**config.mk**
```make
export PLATFORM = sky130hd
export DESIGN_NAME = stu_time_unit
export DESIGN_NICKNAME = d
export VERILOG_FILES = /design/src/stu_pkg.sv /design/src/stu_time_if.sv /design/src/stu_accum.sv /design/src/stu_pps.sv /design/src/stu_time_unit.sv
export SDC_FILE = /design/constraint.sdc
export NUM_CORES = 1
export LEC_CHECK = 0
export ABC_CLOCK_PERIOD_IN_PS = 15300
export BUFFER_PORTS_ARGS = -buffer_cell sky130_fd_sc_hd__buf_2
export CORE_MARGIN = 2
export CORE_UTILIZATION = 41
export CTS_CLUSTER_DIAMETER = 120
export CTS_CLUSTER_SIZE = 10
export DETAILED_ROUTE_END_ITERATION = 7
export PLACE_DENSITY = 0.7
export SYNTH_ARGS = -nofsm -noshare
export SYNTH_HDL_FRONTEND = slang
export SYNTH_SLANG_ARGS = --single-unit
```
**constraint.sdc**
```tcl
create_clock -name clk -period 15.3 [get_ports clk]
set_input_delay 3.06 -clock clk [delete_from_list [all_inputs] [get_ports clk]]
set_output_delay 3.06 -clock clk [all_outputs]
set_load 0.05 [all_outputs]
```
**src/stu_pkg.sv**
```systemverilog
package stu_pkg;

   // ------------------------------------------------------------
   // Control register fields
   // ------------------------------------------------------------
   localparam int          CTRL_EN_BIT     = 0;
   localparam int          CTRL_FINE_BIT   = 1;
   localparam int          CTRL_INIT_BIT   = 2;
   localparam int          CTRL_UPD_BIT    = 3;
   localparam int          CTRL_TARGET_TIME_INTERRUPT_ARM_BIT   = 4;
   localparam int          CTRL_ADDEND_BIT = 5;
   localparam int          CTRL_SSSR_BIT   = 9;
   localparam logic [31:0] CTRL_RST        = 32'h0000_2000;
   localparam logic [31:0] CTRL_WMASK      = 32'h0000_023F;

   // ------------------------------------------------------------
   // Fields in neighbouring registers
   // ------------------------------------------------------------
   localparam int          MASK_TRIG_BIT   = 9;
   localparam int          REMAP_LSB       = 10;
   localparam logic [1:0]  REMAP_TRIG_ONE  = 2'h1;
   localparam int          MISC_PPS_BIT    = 9;
   localparam int          UPD_SIGN_BIT    = 31;
   localparam int          FREQ_W          = 4;

   // ------------------------------------------------------------
   // Subsecond rollover limits
   // ------------------------------------------------------------
   localparam logic [31:0] SUB_ROLL_BIN    = 32'h8000_0000;
   localparam logic [31:0] SUB_ROLL_DIG    = 32'h3B9A_CA00;

   // ------------------------------------------------------------
   // Pulse-per-second high times
   // ------------------------------------------------------------
   localparam longint      PPS_HIGH_BIN_MS = 125;
   localparam longint      PPS_HIGH_DIG_MS = 100;
   localparam longint      MS_PER_S        = 1000;
   localparam logic [31:0] PPS_HIGH_BIN    =
      32'(longint'(SUB_ROLL_BIN) * PPS_HIGH_BIN_MS / MS_PER_S);
   localparam logic [31:0] PPS_HIGH_DIG    =
      32'(longint'(SUB_ROLL_DIG) * PPS_HIGH_DIG_MS / MS_PER_S);

endpackage

```
**src/stu_time_if.sv**
```systemverilog
`timescale 1ns/1ps
interface stu_time_if;
   logic [31:0] sec;
   logic [31:0] sub;
   logic        digital;

   modport src  (output sec, output sub, output digital);
   modport sink (input  sec, input  sub, input  digital);
endinterface

```
**src/stu_accum.sv**
```systemverilog
`timescale 1ns/1ps
module stu_accum (
   // Clock and reset
   input  wire logic        clk,
   input  wire logic        rst_n,
   input  wire logic        ce,
   // Addend
   input  wire logic        load,
   input  wire logic [31:0] addend_in,
   // Carry pulse
   output logic             pulse
);

   logic [31:0] addend;
   logic [31:0] acc;
   logic [32:0] next_sum;

   assign next_sum = {1'b0, acc} + {1'b0, addend};

   always_ff @(posedge clk) begin
      if (!rst_n) begin
         addend <= 32'h0000_0000;
         acc    <= 32'h0000_0000;
         pulse  <= 1'b0;
      end else if (ce) begin
         if (load) begin
            addend <= addend_in;
         end
         acc   <= next_sum[31:0];
         pulse <= next_sum[32];
      end
   end

endmodule

```
**src/stu_pps.sv**
```systemverilog
`timescale 1ns/1ps
module stu_pps (
   // Clock and reset
   input  wire logic                      clk,
   input  wire logic                      rst_n,
   input  wire logic                      ce,
   // Time and settings
   stu_time_if.sink                       tm,
   input  wire logic [stu_pkg::FREQ_W-1:0] exponent,
   input  wire logic                      alt_source,
   // Output
   output logic                           pps
);

   logic [31:0] shifted;
   logic        one_hz_high;
   logic        fast_high;
   logic        next_pps;

   // Bit 30 of the subsecond count has a one-second period; each step of
   // the exponent halves the period and keeps the duty at half.
   assign shifted     = tm.sub >> (5'd30 - {1'b0, exponent});
   assign fast_high   = ~shifted[0];
   assign one_hz_high = tm.digital ? (tm.sub < stu_pkg::PPS_HIGH_DIG)
                                   : (tm.sub < stu_pkg::PPS_HIGH_BIN);
   // Digital rollover has no binary bit to divide, so it stays at 1 Hz
   assign next_pps = !alt_source &&
                     ((exponent == 4'h0 || tm.digital) ? one_hz_high : fast_high);

   always_ff @(posedge clk) begin
      if (!rst_n) begin
         pps <= 1'b0;
      end else if (ce) begin
         pps <= next_pps;
      end
   end

endmodule

```
**src/stu_time_unit.sv**
```systemverilog
`timescale 1ns/1ps
// What this block does
// - Time is 32-bit seconds plus 32-bit subseconds
// - Addend accumulator carry produces one update pulse
// - Each update adds subsecond increment to count
// - Control bit 0 enables timestamping
// - Bit 5 loads addend, then self-clears
// - Bit 1 selects fine, otherwise every clock
// - Bit 2 loads update registers, then self-clears
// - Bit 3 adds signed offset, then self-clears
// - Mask bit 9 blocks trigger interrupt
// - Bit 4 arms target-time comparison
// - Trigger interrupt when time exceeds target
// - Reading interrupt status clears trigger flag
// - Trigger output high when time exceeds target
// - Remap 01 routes trigger to timer input
// - Binary pulse rate is two to exponent hertz; digital stays 1 Hz
// - 1 Hz width 125 ms binary, 100 ms digital
// - Binary 2 Hz and up gives half duty
// - Pulse behaviour only when misc bit 9 clear
// - Two interrupt outputs: main and wakeup
// - Wakeup and line 19 assert together
module stu_time_unit (
   // Clock and reset
   input  wire logic        clk,
   input  wire logic        rst_n,
   input  wire logic        ce,
   // Control register write port
   input  wire logic        ctrl_wr,
   input  wire logic [31:0] ctrl_wdata,
   output logic      [31:0] time_stamp_control_reg,
   // Software-held settings
   input  wire logic [7:0]  sub_increment,
   input  wire logic [31:0] frequency_addend_reg,
   input  wire logic [31:0] time_update_high_reg,
   input  wire logic [31:0] time_update_low_reg,
   input  wire logic [31:0] target_high,
   input  wire logic [31:0] target_low,
   input  wire logic [31:0] mac_interrupt_mask_reg,
   input  wire logic [31:0] pulse_per_second_control_reg,
   input  wire logic [31:0] clock_unit_misc_reg,
   input  wire logic [31:0] timer_input_remap_reg,
   // Interrupt status read
   input  wire logic        int_status_rd,
   output logic             trig_flag,
   // System time
   output logic      [31:0] time_sec,
   output logic      [31:0] time_sub,
   // Trigger and pulse outputs
   output logic             trigger_out,
   output logic             timer_trigger_input_one,
   output logic             pps_out,
   // Interrupt sources and outputs
   input  wire logic        mac_dma_event,
   input  wire logic        wake_event,
   input  wire logic        wake_irq_en,
   input  wire logic        exint19_rise_en,
   output logic             irq_main,
   output logic             irq_wakeup,
   output logic             external_interrupt_line
);

   // ------------------------------------------------------------
   // Control decode
   // ------------------------------------------------------------
   wire       ts_enable  = time_stamp_control_reg[stu_pkg::CTRL_EN_BIT];
   wire       fine_mode  = time_stamp_control_reg[stu_pkg::CTRL_FINE_BIT];
   wire       init_req   = time_stamp_control_reg[stu_pkg::CTRL_INIT_BIT];
   wire       upd_req    = time_stamp_control_reg[stu_pkg::CTRL_UPD_BIT];
   wire       armed      = time_stamp_control_reg[stu_pkg::CTRL_TARGET_TIME_INTERRUPT_ARM_BIT];
   wire       addend_req = time_stamp_control_reg[stu_pkg::CTRL_ADDEND_BIT];
   wire       digital    = time_stamp_control_reg[stu_pkg::CTRL_SSSR_BIT];
   wire       trig_mask  = mac_interrupt_mask_reg[stu_pkg::MASK_TRIG_BIT];
   wire       pps_alt    = clock_unit_misc_reg[stu_pkg::MISC_PPS_BIT];
   wire [1:0] remap      = timer_input_remap_reg[stu_pkg::REMAP_LSB +: 2];
   wire [31:0] roll      = digital ? stu_pkg::SUB_ROLL_DIG : stu_pkg::SUB_ROLL_BIN;

   // ------------------------------------------------------------
   // Fine correction pulse
   // ------------------------------------------------------------
   logic acc_pulse;

   stu_accum u_accum (
      .clk       (clk),
      .rst_n     (rst_n),
      .ce        (ce),
      .load      (addend_req),
      .addend_in (frequency_addend_reg),
      .pulse     (acc_pulse)
   );

   // ------------------------------------------------------------
   // Normal advance
   // ------------------------------------------------------------
   wire        advance  = ts_enable && (fine_mode ? acc_pulse : 1'b1);
   wire [32:0] inc_sum  = {1'b0, time_sub} + {25'h000_0000, sub_increment};
   wire        inc_roll = inc_sum >= {1'b0, roll};
   wire [31:0] adv_sub  = inc_roll ? 32'h0000_0000 : inc_sum[31:0];
   wire [31:0] adv_sec  = time_sec + {31'h0000_0000, inc_roll};

   // ------------------------------------------------------------
   // Offset update: low bit 31 selects subtraction
   // ------------------------------------------------------------
   wire        off_neg  = time_update_low_reg[stu_pkg::UPD_SIGN_BIT];
   wire [32:0] off_sub  = {2'h0, time_update_low_reg[30:0]};
   wire [32:0] add_sum  = {1'b0, time_sub} + off_sub;
   wire        add_cy   = add_sum >= {1'b0, roll};
   wire [32:0] add_fix  = add_cy ? add_sum - {1'b0, roll} : add_sum;
   wire        sub_bw   = {1'b0, time_sub} < off_sub;
   wire [32:0] sub_base = sub_bw ? {1'b0, time_sub} + {1'b0, roll} : {1'b0, time_sub};
   wire [32:0] sub_diff = sub_base - off_sub;
   wire [31:0] off_nsub = off_neg ? sub_diff[31:0] : add_fix[31:0];
   wire [31:0] off_nsec = off_neg ?
                          time_sec - time_update_high_reg - {31'h0000_0000, sub_bw} :
                          time_sec + time_update_high_reg + {31'h0000_0000, add_cy};

   // ------------------------------------------------------------
   // Next time selection: initialize wins over offset
   // ------------------------------------------------------------
   logic [31:0] next_sec;
   logic [31:0] next_sub;

   always_comb begin
      next_sec = time_sec;
      next_sub = time_sub;
      if (init_req) begin
         next_sec = time_update_high_reg;
         next_sub = {1'b0, time_update_low_reg[30:0]};
      end else if (upd_req) begin
         next_sec = off_nsec;
         next_sub = off_nsub;
      end else if (advance) begin
         next_sec = adv_sec;
         next_sub = adv_sub;
      end
   end

   // ------------------------------------------------------------
   // Control register with self-clearing commands
   // ------------------------------------------------------------
   logic [31:0] ctrl_done;
   logic [31:0] next_ctrl;

   assign ctrl_done = {26'h000_0000, addend_req, 1'b0, upd_req, init_req, 2'h0};
   // A write in the cycle a command completes still sets the new command
   assign next_ctrl = ctrl_wr ?
                      (ctrl_wdata & stu_pkg::CTRL_WMASK) |
                      (stu_pkg::CTRL_RST & ~stu_pkg::CTRL_WMASK) :
                      time_stamp_control_reg & ~ctrl_done;

   // ------------------------------------------------------------
   // Target comparison and trigger
   // ------------------------------------------------------------
   wire past_target = {time_sec, time_sub} > {target_high, target_low};
   wire next_trig   = armed && past_target;
   wire trig_rise   = next_trig && !trigger_out;
   // Set wins over the clearing read
   wire next_flag   = trig_rise || (trig_flag && !int_status_rd);
   wire next_main   = (next_flag && !trig_mask) || mac_dma_event;

   // ------------------------------------------------------------
   // Wakeup interrupts share one decision so both rise together
   // ------------------------------------------------------------
   wire next_wake   = wake_event && wake_irq_en;
   wire next_external_interrupt_line  = next_wake && !irq_wakeup && exint19_rise_en;

   // ------------------------------------------------------------
   // State
   // ------------------------------------------------------------
   always_ff @(posedge clk) begin
      if (!rst_n) begin
         time_stamp_control_reg  <= stu_pkg::CTRL_RST;
         time_sec                <= 32'h0000_0000;
         time_sub                <= 32'h0000_0000;
         trigger_out             <= 1'b0;
         trig_flag               <= 1'b0;
         irq_main                <= 1'b0;
         timer_trigger_input_one <= 1'b0;
         irq_wakeup              <= 1'b0;
         external_interrupt_line <= 1'b0;
      end else if (ce) begin
         time_stamp_control_reg  <= next_ctrl;
         time_sec                <= next_sec;
         time_sub                <= next_sub;
         trigger_out             <= next_trig;
         trig_flag               <= next_flag;
         irq_main                <= next_main;
         timer_trigger_input_one <= next_trig && (remap == stu_pkg::REMAP_TRIG_ONE);
         irq_wakeup              <= next_wake;
         external_interrupt_line <= next_external_interrupt_line;
      end
   end

   // ------------------------------------------------------------
   // Pulse per second
   // ------------------------------------------------------------
   stu_time_if tm ();

   assign tm.sec     = time_sec;
   assign tm.sub     = time_sub;
   assign tm.digital = digital;

   stu_pps u_pps (
      .clk        (clk),
      .rst_n      (rst_n),
      .ce         (ce),
      .tm         (tm),
      .exponent   (pulse_per_second_control_reg[stu_pkg::FREQ_W-1:0]),
      .alt_source (pps_alt),
      .pps        (pps_out)
   );

endmodule

```
Yosys cells after proc, flatten, opt, wreduce, memory -nomap -nowiden
Index checks and enable logic that the tools add are counted.
- register bits after elaboration: 168
- input bits: 337
- add/subtract/negate cells: 12
- magnitude comparators: 6
- equal/unequal tests: 1
- shift operators: 1
- mux-type cells: 16
- bitwise operators: 3
- reduce and logical (&&, ||, !) cells: 22
- operator list (operator ; count):
    two-way mux 32 bit ; 13
    >= comparator 33 x 32 -> 1 bit ; 2
    adder 32 x 1 -> 32 bit ; 2
    adder 32 bit ; 2
    > comparator 64 bit ; 1
    subtractor 32 bit ; 2
    adder 32 x 31 -> 33 bit ; 1
    adder 32 x 32 -> 33 bit ; 1
    adder 32 x 8 -> 33 bit ; 1
    AND 32 bit ; 1
    < comparator 32 x 27 -> 1 bit (second input constant) ; 1
    < comparator 32 x 29 -> 1 bit (second input constant) ; 1
    < comparator 32 x 31 -> 1 bit ; 1
    NOT 6 -> 32 bit ; 1
    >> shifter 32 x 5 -> 1 bit ; 1
    subtractor 32 x 1 -> 32 bit ; 1
    subtractor 32 x 31 -> 32 bit ; 1
    logical AND 1 bit ; 10
    logical NOT 1 bit ; 5
    subtractor 5 x 4 -> 5 bit (first input constant) ; 1
    logical NOT 4 bit ; 1
    AND reduction 2 bit ; 2
    logical OR 1 bit ; 3
    two-way mux 1 bit ; 3
    other kinds (3) ; 3

Logic depth before layout (Yosys ltp)
- depth after elaboration: 7
- gate-level depth with buffers: 35
- depth with buffers taken out: 34

Cells and area by module
A second synthesis with hierarchy kept.
- cells, all modules: 3057
- area, all modules: 22257.6 µm²
- modules (own cells, without submodules) (module ; times used ; cells each ; area an instance (µm²) ; sequential area each (µm²)):
    stu_time_unit ; 1 ; 2486 ; 17620.6 ; 1561.5
    stu_accum ; 1 ; 513 ; 4076.4 ; 1301.2
    stu_pps ; 1 ; 58 ; 560.5 ; 20.0

Worst setup path before layout
No wires, ideal clock.
- path kind: input port to flip-flop
- start: input time_update_low_reg[5]
- end: register time_sec[26]
- arrival: 10.180 ns
- path slack: 5.059 ns
- stages: 35
- path through: inv_1 ha_1 buf_6 or3b_4 nand3_1 a311o_1 a2111oi_0 nor3_1 nor2_1 nor2_1 xor2_1 ha_1 and2_1 and2_1 nor4b_1 nand4_1 nor4_1 nand4_1 nor3_1 o211a_4 nor2_4 fa_1 fa_1 o21bai_1 a21oi_1 o311ai_1 a41oi_1 o21a_1 o41ai_1 o31ai_1 o41ai_2 a21oi_1 mux2_2 o311ai_1 a22o_1
- word-level cells in the longest chain between the ends: 6
- elaborated cells between the ends (all ways): 8
- RTL lines (element ; line ; source):
    start, declared ; stu_time_unit.sv:36 ; input wire logic [31:0] time_update_low_reg,
    adder 32 x 31 -> 33 bit ; stu_time_unit.sv:106 ; wire [32:0] add_sum = {1'b0, time_sub} + off_sub;
    >= comparator 33 x 32 -> 1 bit ; stu_time_unit.sv:107 ; wire add_cy = add_sum >= {1'b0, roll};
    adder 32 x 1 -> 32 bit ; stu_time_unit.sv:115 ; time_sec + time_update_high_reg + {31'h0000_0000, add_cy};
    two-way mux 32 bit (*) ; stu_time_unit.sv:113 ; wire [31:0] off_nsec = off_neg ?
    two-way mux 32 bit (*) ; stu_time_unit.sv:129 ; end else if (upd_req) begin
    two-way mux 32 bit (*) ; stu_time_unit.sv:126 ; if (init_req) begin
    end signal, assigned ; stu_time_unit.sv:183 ; time_sec <= next_sec;
    end, declared ; stu_time_unit.sv:47 ; output logic [31:0] time_sec,
Mark *: on every way between the ends. The rest lies on a longest branch, timed or not.
A chain may end at the register's enable or synchronous reset.

Final worst setup path
Same ends and word-level chain as after synthesis.

==> results.md <==
- Run status: complete, no violations
- 1st-pass router iterations: 7
- YS warnings: 0
- Postcts setup bufs: 0
- CP peak stage delay: just under 0.6 ns
- Layout Skew: between 0.01 and 0.015 ns
- Post-CTS Hold Buffers: 0
- Register area share after synthesis: 0.130
- CP required: approximately 16 ns
- Vias in the first global route: between 20000 and 25000
- Worst-Skew Late Latency: between 0.4 and 0.5 ns
- All-Layer GR Usage: 0.271
- Final HPWL DP: a little under 60000 um
- DRC viols: 0
- Die Ht: around 240 um
- Port bufs: between 200 and 300
- Peak VDD IR: roughly 0.000082 V
- Die Footprint: between 50000 and 60000 um2
- Drt initial violations: 1984
- Placed Instances: roughly 4000
- Post-synth design cell area: between 20000 and 25000 um2
- Clock sink count: around 140
- Crit path kind: input port to flop
- FP Rows: 85
- Fin cells: 3929
- Max-cap violation count: 0
- Cells after synthesis: between 3000 and 4000
- Hold Crit Class: flop to flop
- Routed len/inst: between 15 and 20 um
- Final setup fails: 0
- EDFF count, synth: 0
- Syn Area/Cell: approximately 7.3 um2
- Post-CTS Resized: 0
- PwrDens: approximately 61 nW/um2
- Most frequent cells in the layout: ha_1 (325), a21oi_1 (276), buf_2 (269), inv_1 (268), nand2_1 (247)
- Vias post-DR: 23337
- Register bit total from synthesis: 144
- # IOs: 440
- Startpoint class of the critical path: input port
- Top cell type's share of synthesized area: 0.184
- Vias/cell: slightly below 6
- Count of final hold-check violations: 0
- Initial Utilization: 0.413
- Largest net degree at the start of global routing: 82
- Worst slew pin tran: between 1 and 1.5 ns
- Count of cell types in the netlist: approximately 100
- Asr flop ratio synth: 0
- DRT Wirelength: roughly 78000 um
- Die Wd: 236 um
- Max transition margin: 0.192
- CP Max Fanout: 11
- Critical path's slowest cell: nor3_1
- GPL Wtd Cong: approximately 0.97
- Peak Freq: between 0.08 and 0.09 GHz
- CP Data Arrival Time: roughly 13 ns
- CTS max path bufs: 2
- CTS H-Tree Depth: 4
- Fin nets: 3883
- Initial antenna violation count: 7
- Area of the core: 53600 um2
- TritonCTS Buffers: 17
- CTS tree: built
- Synth-to-Final Area Change: 11.0%
- Synth Flop Type: dfxtp_1
- Commonest non-fill, non-tap cell in the layout: ha_1
- Slew Limit Fails: 0
- Largest cells by area after synthesis: ha_1 (18%), dfxtp_1 (13%), a21oi_1 (6.3%)
- Reg clk slew, reported paths: ~0.070 ns
- Area leader, netlist: ha_1
- Unrepaired setup endpoints after global routing: false
- Fillers: ~5500
- Final min period: 12.43 ns
- Grt total ovfl: 0
- Leak Pwr: approximately 0.011 uW
- CTS root buf: clkbuf_16
- Fin Setup TNS: 0 ns
- First-pass GRT wire length: between 100000 and 150000 um
- Tcrit/Tclk final: 0.812
- ANT nets after route: 0
- CP Capture Type: flop
- Share of layout cells above drive strength 1: 0.131
-- critical path, delay by kind of cell --
kind	cells	cell delay, ns
compound gates	14	3.85
simple gates	13	3.57
fa+ha+maj	4	1.54
xor+xnor	1	0.34
mux	1	0.30
buf+inv	2	0.14
-- final cells by class --
type                            instances  area [um2]  share of cell area
Clock inverter                         14         118             0.00479
Inverter                              271        1020              0.0415
Tap cell                              696         871              0.0355
Sequential cell                       144        2890               0.118
Clock buffer                           18         429              0.0175
Multi-Input combinational cell       2472       17600               0.716
Timing Repair Buffer                  307        1630              0.0664
Antenna cell                            7        17.5            0.000713
-- worst paths after layout --
check | startpoint | endpoint | slack (ns) | depth (start not counted)
min | u_accum.addend[0] | u_accum.addend[0] | 0.46 | 2
max reg2reg | time_sub[8] | time_sec[26] | 5.03 | 33
max | time_update_low_reg[5] | time_sec[26] | 2.87 | 35
min reg2reg | u_accum.addend[0] | u_accum.addend[0] | 0.46 | 2
-- per-layer routing --
metal | vias up | global-route usage | routed length, um
li1 | 11368 | - | -
met1 | 10805 | 0.355 | 33900
met2 | 966 | 0.446 | 35400
met3 | 198 | 0.0316 | 5490
met4 | 0 | 0.124 | 3480
met5 | - | 0 | 0
-- cells by family after synthesis --
logic type | after synthesis | share of synthesized area
other | 1 | 0.000170
buffers and inverters | 424 | 0.0795
adder cells (fa/ha/maj) | 333 | 0.191
XOR/XNOR | 204 | 0.0811
AO/OA/AOI/OAI | 962 | 0.295
multiplexers | 50 | 0.0271
AND/OR/NAND/NOR | 899 | 0.196
flip-flops | 144 | 0.130
-- report_power, final --
part	switching (uW)	internal, uW
Combinational	411	243
Clock	210	214
Sequential	22.5	387
Total	644	844
-- synth_stat cells, types with 61 or more instances --
cell        n
a211oi_1   70
nand3_1    85
xor2_1     61
nand2_1   248
nor3_1     66
dfxtp_1   144
ha_1      325
o21ai_0   151
a21oi_1   277
nor2_1    236
inv_1     268
a21o_1     85
clkbuf_1   91
xnor2_1   142
-- through the flow --
stage / total power (uW) / area (um2) / hold slack (ns) / util / setup slack (ns)
global placement: 1050 / 24000 / 0.428 / 0.448 / 2.68
finish: 1490 / 24600 / 0.458 / 0.458 / 2.87
global route: 1570 / 24500 / 0.481 / 0.458 / 2.48
floorplan: 892 / 22200 / 0.440 / - / 5.06
CTS: 1480 / 24500 / 0.462 / 0.458 / 3.04
detailed placement: 1060 / 24000 / 0.450 / 0.448 / 2.58
Note: power is estimated with default switching activity, not from simulation.
